===== src/dec_regs_pkg.sv =====
// register map and field layout of the decoder register bank
// assumes an 8-bit special function register port on the processor core
`default_nettype none
package dec_regs_pkg;
   localparam logic [7:0] CTRL_ADDR      = 8'hAA;
   localparam logic [7:0] DATA_ADDR      = 8'hAC;
   localparam logic [7:0] STAT_ADDR      = 8'hC8;
   localparam logic [7:0] CTRL_RESET     = 8'h3F;
   localparam logic [7:0] STAT_RESET     = 8'h01;
   localparam int         CTL_EN_BIT     = 7;
   localparam int         CTL_BASS_BIT   = 6;
   localparam int         CTL_CRCH_BIT   = 5;
   localparam int         ST_ANC_BIT     = 7;
   localparam int         ST_REQ_BIT     = 6;
   localparam int         ST_LAY_BIT     = 5;
   localparam int         ST_SYN_BIT     = 4;
   localparam int         ST_CRC_BIT     = 3;
   localparam int         ST_FS_LSB      = 1;
   localparam int         ST_VER_BIT     = 0;
   localparam logic [1:0] FS_RESERVED    = 2'h3;
   localparam int         NUM_SRC        = 5;
   localparam int         ANC_DEPTH      = 8;
   localparam int         ANC_AW         = 3;
   typedef enum logic [1:0] {
      FR_IDLE   = 2'b00,
      FR_RUN    = 2'b01,
      FR_REJECT = 2'b10
   } frame_state_t;
endpackage : dec_regs_pkg
`default_nettype wire


===== src/anc_buffer.sv =====
// small ancillary byte buffer with registered read data
// assumes push and pop on ref_clk; pop on empty is ignored
`default_nettype none
module anc_buffer
   import dec_regs_pkg::*;
#(
   parameter int DEPTH = ANC_DEPTH,
   parameter int AW    = ANC_AW
) (
   input  wire logic       ref_clk,
   input  wire logic       arst_n,
   input  wire logic       push,
   input  wire logic [7:0] push_data,
   input  wire logic       pop,
   output var  logic [7:0] rd_data_q,
   output var  logic       not_empty_q
);
   logic [7:0]  mem [DEPTH];
   logic [AW:0] wr_q;
   logic [AW:0] rd_q;
   logic [AW:0] cnt_d;
   wire         full     = (wr_q - rd_q) == (AW+1)'(DEPTH);
   wire         do_push  = push && !full;
   wire         do_pop   = pop && (wr_q != rd_q);
   // low AW bits address the array, so depth must be a power of two
   wire [AW:0]  rd_nx    = rd_q + (AW+1)'(do_pop);
   assign cnt_d = (wr_q + (AW+1)'(do_push)) - rd_nx;

   always_ff @(posedge ref_clk) begin
      if (do_push) mem[wr_q[AW-1:0]] <= push_data;
   end

   always_ff @(posedge ref_clk or negedge arst_n) begin
      if (!arst_n) begin
         wr_q        <= '0;
         rd_q        <= '0;
         rd_data_q   <= 8'h00;
         not_empty_q <= 1'b0;
      end else begin
         wr_q        <= wr_q + (AW+1)'(do_push);
         rd_q        <= rd_nx;
         rd_data_q   <= mem[rd_nx[AW-1:0]];
         not_empty_q <= cnt_d != '0;
      end
   end
endmodule : anc_buffer
`default_nettype wire


===== src/audio_decoder_ctrl_regs.sv =====
// control, status and bitstream data registers of the frame decoder
// assumes the core's sfr port on ref_clk; decoder events are same-clock
// How it works
// - control register at 0xAA, eight fields
// - control resets to 0x3F, masks set
// - bit2 masks layer error interrupt
// - bit1 masks sync error interrupt
// - read-only status register at 0xC8
// - ancillary flag set when buffer holds data
// - ancillary flag clears only on empty buffer
// - crc flag set on crc mismatch
// - status read clears four event flags
// - status resets to 0x01
// - bits 2:1 give sampling code
// - data register 0xAC feeds decoder input
// - version and code map to sample rates
// - sync error when no sync pattern
// - crc bit selects play or reject
// - five maskable sources, gated by enables
`default_nettype none
module audio_decoder_ctrl_regs
   import dec_regs_pkg::*;
(
   input  wire logic       ref_clk,
   input  wire logic       arst_n,
   input  wire logic [7:0] sfr_addr,
   input  wire logic [7:0] sfr_wdata,
   input  wire logic       sfr_wr,
   input  wire logic       sfr_rd,
   output var  logic [7:0] sfr_rdata_q,
   input  wire logic       dec_irq_en,
   input  wire logic       global_irq_en,
   input  wire logic       frame_start,
   input  wire logic       frame_end,
   input  wire logic       hdr_valid,
   input  wire logic       hdr_version,
   input  wire logic [1:0] hdr_sampling,
   input  wire logic       crc_bad,
   input  wire logic       sync_missing,
   input  wire logic       layer_bad,
   input  wire logic       need_data,
   input  wire logic       anc_push,
   input  wire logic [7:0] anc_byte,
   input  wire logic       anc_pop,
   output var  logic [7:0] anc_data_q,
   output var  logic [7:0] bitstream_byte_q,
   output var  logic       bitstream_valid_q,
   output var  logic       decoder_enable_q,
   output var  logic       bass_boost_enable_q,
   output var  logic       frame_play_q,
   output var  logic [2:0] rate_sel_q,
   output var  logic       dec_irq_q
);
   logic [7:0]   decoder_control_q;
   logic         data_request_flag_q;
   logic         layer_error_flag_q;
   logic         sync_error_flag_q;
   logic         crc_error_flag_q;
   logic [1:0]   sampling_code_q;
   logic         format_version_q;
   logic         ancillary_available;
   frame_state_t fr_q;
   frame_state_t fr_d;

   // decode of the special function register port
   wire ctrl_wr  = sfr_wr && (sfr_addr == CTRL_ADDR);
   wire data_wr  = sfr_wr && (sfr_addr == DATA_ADDR);
   wire stat_rd  = sfr_rd && (sfr_addr == STAT_ADDR);
   wire ctrl_rd  = sfr_rd && (sfr_addr == CTRL_ADDR);
   wire en       = decoder_control_q[CTL_EN_BIT];
   wire crc_play = decoder_control_q[CTL_CRCH_BIT];

   // events only count while the decoder runs
   wire ev_req = en && need_data;
   wire ev_lay = en && layer_bad;
   wire ev_syn = en && sync_missing;
   wire ev_crc = en && crc_bad;

   wire [7:0] status_word = {ancillary_available, data_request_flag_q,
                             layer_error_flag_q, sync_error_flag_q,
                             crc_error_flag_q, sampling_code_q,
                             format_version_q};

   // mask bits 4..0 line up with status bits 7..3
   wire [NUM_SRC-1:0] src_flags = status_word[7:3];
   wire [NUM_SRC-1:0] src_masks = decoder_control_q[NUM_SRC-1:0];
   wire               any_src   = |(src_flags & ~src_masks);
   wire               irq_d     = any_src && dec_irq_en && global_irq_en;

   wire [7:0] rdata_d = stat_rd ? status_word :
                        ctrl_rd ? decoder_control_q : 8'h00;

   // reserved code 11 selects no rate
   wire [2:0] rate_d = (sampling_code_q == FS_RESERVED) ? 3'h7 :
                       {format_version_q, sampling_code_q};

   anc_buffer #(
      .DEPTH (ANC_DEPTH),
      .AW    (ANC_AW)
   ) u_anc (
      .ref_clk     (ref_clk),
      .arst_n      (arst_n),
      .push        (anc_push && en),
      .push_data   (anc_byte),
      .pop         (anc_pop),
      .rd_data_q   (anc_data_q),
      .not_empty_q (ancillary_available)
   );

   always_ff @(posedge ref_clk or negedge arst_n) begin
      if (!arst_n) decoder_control_q <= CTRL_RESET;
      else if (ctrl_wr) decoder_control_q <= sfr_wdata;
   end

   // one read-clear cell per event flag; set wins over the read clear
   wire [3:0] ev_vec = {ev_req, ev_lay, ev_syn, ev_crc};
   wire [3:0] rc_flag;
   for (genvar g = 0; g < 4; g++) begin : g_rc_flag
      logic flag_q;
      always_ff @(posedge ref_clk or negedge arst_n) begin
         if (!arst_n) flag_q <= STAT_RESET[ST_CRC_BIT + g];
         else flag_q <= ev_vec[g] | (flag_q & ~stat_rd);
      end
      assign rc_flag[g] = flag_q;
   end
   assign {data_request_flag_q, layer_error_flag_q, sync_error_flag_q,
           crc_error_flag_q} = rc_flag;

   // header format is not touched by a status read
   always_ff @(posedge ref_clk or negedge arst_n) begin
      if (!arst_n) begin
         sampling_code_q  <= STAT_RESET[ST_FS_LSB +: 2];
         format_version_q <= STAT_RESET[ST_VER_BIT];
      end else if (hdr_valid && en) begin
         sampling_code_q  <= hdr_sampling;
         format_version_q <= hdr_version;
      end
   end

   // frame play or reject on crc failure
   always_comb begin
      fr_d = fr_q;
      case (fr_q)
         FR_IDLE:   if (en && frame_start) fr_d = FR_RUN;
         FR_RUN: begin
            if (!en || frame_end) fr_d = FR_IDLE;
            else if (crc_bad && !crc_play) fr_d = FR_REJECT;
         end
         FR_REJECT: if (!en || frame_end) fr_d = FR_IDLE;
         default:   fr_d = FR_IDLE;
      endcase
   end

   always_ff @(posedge ref_clk or negedge arst_n) begin
      if (!arst_n) fr_q <= FR_IDLE;
      else fr_q <= fr_d;
   end

   always_ff @(posedge ref_clk or negedge arst_n) begin
      if (!arst_n) begin
         sfr_rdata_q         <= 8'h00;
         bitstream_byte_q    <= 8'h00;
         bitstream_valid_q   <= 1'b0;
         decoder_enable_q    <= 1'b0;
         bass_boost_enable_q <= 1'b0;
         frame_play_q        <= 1'b0;
         rate_sel_q          <= 3'h4;
         dec_irq_q           <= 1'b0;
      end else begin
         sfr_rdata_q         <= rdata_d;
         bitstream_valid_q   <= data_wr;
         if (data_wr) bitstream_byte_q <= sfr_wdata;
         decoder_enable_q    <= en;
         bass_boost_enable_q <= decoder_control_q[CTL_BASS_BIT];
         frame_play_q        <= (fr_d == FR_RUN);
         rate_sel_q          <= rate_d;
         dec_irq_q           <= irq_d;
      end
   end
endmodule : audio_decoder_ctrl_regs
`default_nettype wire


===== config.mk =====
export PLATFORM = sky130hd
export DESIGN_NAME = audio_decoder_ctrl_regs
export DESIGN_NICKNAME = d
export VERILOG_FILES = /design/src/dec_regs_pkg.sv /design/src/anc_buffer.sv /design/src/audio_decoder_ctrl_regs.sv
export SDC_FILE = /design/constraint.sdc
export NUM_CORES = 1
export LEC_CHECK = 0
export BUFFER_PORTS_ARGS = -buffer_cell sky130_fd_sc_hd__buf_2
export CAP_MARGIN = 20
export CORE_MARGIN = 2
export CORE_UTILIZATION = 28
export DETAILED_ROUTE_END_ITERATION = 10
export PLACE_DENSITY = 0.47
export SETUP_SLACK_MARGIN = 0.02
export SYNTH_ARGS = -nofsm -noshare
export SYNTH_HDL_FRONTEND = slang
export SYNTH_SLANG_ARGS = --single-unit

===== constraint.sdc =====
create_clock -name ref_clk -period 10.3 [get_ports ref_clk]
set_clock_uncertainty 0.2 [all_clocks]
set_input_delay 1.03 -clock ref_clk [delete_from_list [all_inputs] [get_ports ref_clk]]
set_output_delay 1.03 -clock ref_clk [all_outputs]
set_load 0.05 [all_outputs]

== Word-level counts from Yosys, hierarchy flattened ==
Memory sizes are Yosys's and may differ from the RTL's. A register that Yosys moved wholly into a read port is not among the register bits.
Cells that the tools add are included.
Storage, ports and cells
  bits in registers: 50
  latch bits: 0
  RAM bits: 64
  bits in read-only memories: 0
  input port bits: 42
  output and inout bits: 32
  word-level logic and storage cells: 78
  memories: 1
Operators by class
  $add $sub $neg: 4
  multiply operators: 0
  div/mod/pow operators: 0
  magnitude comparators: 0
  equal/unequal tests: 9
  shifts and indexed selects: 0
  multiplexer cells: 10
  bitwise logic cells: 11
  reductions and logical operators: 24
Memories
  u_anc.mem: depth 8, width 8, rd ports 1, clocked after memory_dff 1, write ports 1, line anc_buffer.sv:18  | logic [7:0] mem [DEPTH];
Operators with widths (count)
  $eq A8 B8 Y1 const B: 3
  $logic_and A1 B1 Y1: 16
  $mux W8: 2
  $add A4 B1 Y4: 2
  $mux W2: 4
  $sub A4 B4 Y4: 2
  $pmux W2 S3: 1
  $and A5 B5 Y5: 1
  $not A5 Y5: 1
  $reduce_or A5 Y1: 1
  $and A1 B1 Y1: 4
  $eq A2 B1 Y1 const B: 2
  $eq A2 B2 Y1 const B: 2
  $eq A4 B4 Y1 const B: 1
  $logic_not A1 Y1: 4
  $ne A4 B4 Y1: 1
  $or A1 B1 Y1: 4
  $reduce_bool A4 Y1: 1
  $mux W3: 1
  $logic_not A2 Y1: 1
  $mux W1: 2
  $logic_or A1 B1 Y1: 1
  $not A1 Y1: 1

== Depth between registers and ports, before layout ==
  depth in word-level cells: 7
  depth in mapped cells: 14
  mapped depth without buffers: 14

== Hierarchy ==
Synthesis repeated with hierarchy kept, for this count alone.
Unflattened totals
  cell total of the unflattened synthesis: 273
  area total of the unflattened synthesis: 4859.7 µm²
By module, submodules not included
  anc_buffer: times used 1, cells an instance 165, area each 3256.9 µm², sequential area each 2347.3 µm²
  audio_decoder_ctrl_regs: times used 1, cells an instance 108, area each 1602.8 µm², sequential area each 1036.0 µm²

== Worst setup path before layout ==
Ideal clock, no wire load.
  path kind: register -> register
  from: reg u_anc.rd_q[2]
  to: reg u_anc.not_empty_q
  setup time: 133 ps
  arrival: 2894 ps
  required time: 9967 ps
  path slack: 7073 ps
  cell stages (with the launch flop): 14
  buffers on the path: 0
  period minus slack after synthesis: 3227 ps
  cell sequence: dfrtp_1 inv_1 ha_1 xnor2_2 a2111oi_4 nor3_1 ha_1 ha_1 xor2_1 ha_1 nor4bb_1 a21oi_1 nor2_1 mux2i_1
On the way
  cells in the longest elaborated chain, start to end: 7
RTL lines
  start: declaration: line anc_buffer.sv:20  | logic [AW:0] rd_q;
  start signal: assignment: line anc_buffer.sv:41  | rd_q <= rd_nx;
  $sub A4 B4 Y4: line anc_buffer.sv:22  | wire full = (wr_q - rd_q) == (AW+1)'(DEPTH);
  $eq A4 B4 Y1: line anc_buffer.sv:22
  $logic_not A1 Y1: line anc_buffer.sv:23  | wire do_push = push && !full;
  $logic_and A1 B1 Y1: line anc_buffer.sv:23
  $add A4 B1 Y4: line anc_buffer.sv:27  | assign cnt_d = (wr_q + (AW+1)'(do_push)) - rd_nx;
  $sub A4 B4 Y4 (*): line anc_buffer.sv:27
  $reduce_bool A4 Y1 (*): line anc_buffer.sv:43  | not_empty_q <= cnt_d != '0;
  end signal: assignment: line anc_buffer.sv:38  | not_empty_q <= 1'b0;
  end signal: assignment: line anc_buffer.sv:43
  end: declaration: line anc_buffer.sv:16  | output var logic not_empty_q
Every way passes the cells marked *; elsewhere a longest branch is shown, timed or not.
A chain may end at the register's enable or synchronous reset.

== Worst setup path in the final report ==
  from: reg u_anc.wr_q[1]
  to: reg u_anc.not_empty_q
On the way
  cells in the longest elaborated chain, start to end: 7
RTL lines
  start: declaration: line anc_buffer.sv:19  | logic [AW:0] wr_q;
  start signal: assignment: line anc_buffer.sv:40  | wr_q <= wr_q + (AW+1)'(do_push);
  $sub A4 B4 Y4: line anc_buffer.sv:22
  $eq A4 B4 Y1: line anc_buffer.sv:22
  $logic_not A1 Y1: line anc_buffer.sv:23
  $logic_and A1 B1 Y1: line anc_buffer.sv:23
  $add A4 B1 Y4: line anc_buffer.sv:27
  $sub A4 B4 Y4 (*): line anc_buffer.sv:27
  $reduce_bool A4 Y1 (*): line anc_buffer.sv:43
Marks and branches as above.

==> summary by stage <==
Placed design
In this run the tool buffered the top-level ports with 73 buffer cells. The routability congestion estimate is 0.690. The pre-CTS setup slack is 6500 ps. The wire-length estimate of the detail-placed layout is 6560 um.

The placement-stage cell area is 5610 um2.

Global route
Entering global routing, the biggest net connects 59 pins. The first global-routing pass estimated 15,500 um of wire. Summed over all layers, the global routing overflow is 0. The number of antenna violations at the first check in global routing was 0. The number of global-route vias before repair is 2,806. The overall routing resource usage is 11.5%.

CTS
The total number of H-tree levels is 4. At the later pin of the worst-skew pair, clock insertion delay measures 410 ps. The number of clock sinks is 122.

The clock root buffer is clkbuf_16. Counting along the longest clock path gives a buffer depth of 2. After clock tree synthesis, the setup repair step added 0 buffers. Gates resized during post-CTS repair numbered 0.

The number of hold buffers added after CTS was 0. Clock tree synthesis inserted a total of 17 buffers. After clock tree synthesis, the clock-pin slew on the worst setup and hold paths is 50 ps.

The clock tree from TritonCTS is done.

Route
The number of design-rule violations left by the first detailed-router iteration is 74. The routed length per instance is 16.6 um. The number of vias per cell after detailed routing is 4.39. The number of vias in the routed layout is 2,647. The detail route stage leaves a number of antenna-violating nets equal to 0.

The final layout contains routed wiring with a total length of 9980 um. The number of DRC violations after detailed routing is 0. The first-pass iteration count of the detailed router is 4.

Power
The analysis attributes to net switching a power of 0.000507 W. The power density over cell area is 261 nW/um2. The reported leakage power is 2.57 nW. Net switching is 31.6% of the power. The share of total power dissipated in combinational logic is 30.0%. The fraction of power consumed by the clock network is 32.6%. The sequential share of power is 37.4%. The internal portion of the total power is 0.00110 W. IR analysis of the VDD net gives a maximum drop of 126 uV.

Floorplan
The top-level I/O count is 74. Once the floorplan was initialized, standard cells occupied 28.6% of the core. The floorplan step defined a die boundary enclosing 18,700 um2. In this run the standard cell core region covers 17,200 um2. From bottom edge to top edge, the die measures 137 um.

The standard-cell row count is 48. The floorplan step set the die width to 137 um.

Setup path
STA classifies the critical path endpoint as a flip-flop. The category of the critical setup timing path is reg -> reg. The required arrival time at the worst endpoint is 10,380 ps. The arrival time of data at the critical path endpoint is 3850 ps.

The worst setup path is launched from a flip-flop. Of all nets on the critical path, the largest fanout is 11.

STA
The final count of hold timing violations was 0. The headroom to the max-slew limit is 34.4%. Subtracting the final worst setup slack from the clock period gives 3780 ps. For the pin with the worst max-slew slack, the measured transition is 979 ps. The total negative setup slack is 0 ps. Setup repair after global routing left no endpoint under its margin. The maximum clock frequency is 265 MHz.

The count of final max-slew check failures came to 0. The share of the cycle needed by the critical path after routing is 36.7%. Setup violations remaining at the end of the flow were counted as 0.

The least setup slack across all paths after layout is 6520 ps. The hold slack is 204 ps.

Synthesis
The synthesized net count is 328. The biggest area contributor in the post-synthesis netlist is edfxtp_1. The post-synthesis cell area is 4930 um2. The fraction of synthesis flops using an asynchronous set or reset pin is 47.5%. In this run, synthesis inferred 64 flip-flops with an integrated enable. The post-synthesis register bit count is 122. Among all flip-flop cells after synthesis, the most frequent one is edfxtp_1. The post-synthesis cell count is 276. After synthesis, the cell types taking the most area are edfxtp_1, dfrtp_1, mux2_2. Of the post-synthesis cell area, the dominant cell type holds 39.0%.

During synthesis, Yosys emitted a total of 0 warnings. In this run the mean area of a mapped cell was 17.9 um2. The part of the Yosys area used for sequential elements is 68.6%. The count of different cell masters after synthesis is 45.

Run
The tool flagged a number of max-cap violations equal to 0.

Run status
The run finished with clean final reports.

Layout
The most frequent standard cell in the layout excluding fill and tap cells is buf_2. Cells fill 35.6% of the core in the end. The proportion of layout cells with a drive suffix above 1 is 46.3%. Summing all multi-input logic gate instances after layout gives 1480 um2.

0 antenna diodes ended up in the layout. The total area of sequential cells is 3380 um2. In the layout the commonest cells are buf_2, edfxtp_1, dfrtp_1. The number of nets in the finished design is 417. The final standard cell area without fillers is 6140 um2.

Counting the fill cells in the layout gives 1,623. The area overhead of the layout relative to synthesis is 24.6%.

Hold path
The type of the worst min-delay path is reg -> reg.
## flip-flops by register name, indices dropped and copies added, names as in the netlist
register             cells
rate_sel_q               3
u_anc.mem               64
bitstream_valid_q        1
fr_q                     2
decoder_control_q        8
u_anc.not_empty_q        1
bitstream_byte_q         8
sfr_rdata_q              8
format_version_q         1
data_request_flag_q      1
u_anc.rd_data_q          8
u_anc.rd_q               4
sampling_code_q          2
u_anc.wr_q               4
dec_irq_q                1
crc_error_flag_q         1
frame_play_q             1
bass_boost_enable_q      1
g_rc_flag.flag_q         2
decoder_enable_q         1
## layer usage
layer,vias to the layer above,GRT usage [%],part of all wire [%],routed length (um)
li1,1245,-,-,-
met2,82,18.0,46,4610
met5,-,0,0,0
met1,1314,14.8,46,4630
met4,0,3.99,0.71,71
met3,6,4.04,6.8,674
## cells by family (layout without fill, tap and decap cells)
family          after synthesis  in the layout  share of synthesized area, %
flops                       122            122                          68.6
simple gates                 48             48                          6.67
fa+ha+maj                    10             10                          2.54
buf+inv                      23            125                          2.31
compound gates               20             20                          3.63
mux                          46             46                          14.5
xor+xnor                      7              7                          1.70
## power by group through the flow
stage               clock network [W]  logic, W  registers, W
finish                       0.000524  0.000481      0.000600
global route                 0.000561  0.000528      0.000606
floorplan                           0  0.000325      0.000677
CTS                          0.000537  0.000495      0.000601
detailed placement                  0  0.000495      0.000609
global placement                    0  0.000490      0.000610
## synthesized netlist by cell type, types with 3 or more instances
cell type,n
a22o_1,12
buf_2,3
clkbuf_1,5
dfrtp_1,50
dfstp_2,8
edfxtp_1,64
ha_1,10
inv_1,13
mux2_2,25
mux2i_1,3
mux4_1,4
mux4_2,12
nand2_1,9
nand2b_1,3
nand3_1,4
nor3_1,7
nor3b_1,6
nor4b_1,4
## final timing paths
path / from / endpoint / slack (ps) / cells past startpoint
max: u_anc.wr_q[1]$_DFF_PN0_ / u_anc.not_empty_q$_DFF_PN0_ / 6520 / 13
min: decoder_control_q[6]$_DFFE_PN0P_ / bass_boost_enable_q$_DFF_PN0_ / 200 / 0
max reg2reg: u_anc.wr_q[1]$_DFF_PN0_ / u_anc.not_empty_q$_DFF_PN0_ / 6520 / 13
min reg2reg: decoder_control_q[6]$_DFFE_PN0P_ / bass_boost_enable_q$_DFF_PN0_ / 200 / 0
max in group asynchronous: arst_n / crc_error_flag_q$_DFF_PN0_ / 8810 / 2
min in group asynchronous: arst_n / rate_sel_q[1]$_DFF_PN0_ / 580 / 2
## worst max-delay path, cell delays in order (launching register included)
cell	delay [ps]
dfrtp_1	510
ha_1	380
nor2b_1	130
o21ai_1	110
a2111oi_4	780
nor3_1	140
ha_1	230
ha_1	190
xor2_1	170
ha_1	320
nor4bb_1	270
a21oi_1	60
nor2_1	80
mux2i_1	60
## final cells by class
type | instances | area share, %
clock inverters | 11 | 1.18
repair buffers | 80 | 6.80
clock buffers | 21 | 7.49
well taps | 225 | 4.58
flip-flops and latches | 122 | 55.1
inverters | 13 | 0.794
multi-input cells | 131 | 24.1
## stage by stage
stage	std cells	power, W
finish	603	0.00161
global route	603	0.00169
CTS	603	0.00163
detailed placement	571	0.00110
global placement	571	0.00110
floorplan	276	0.00100
No activity file was read; power rests on OpenSTA's default activity.
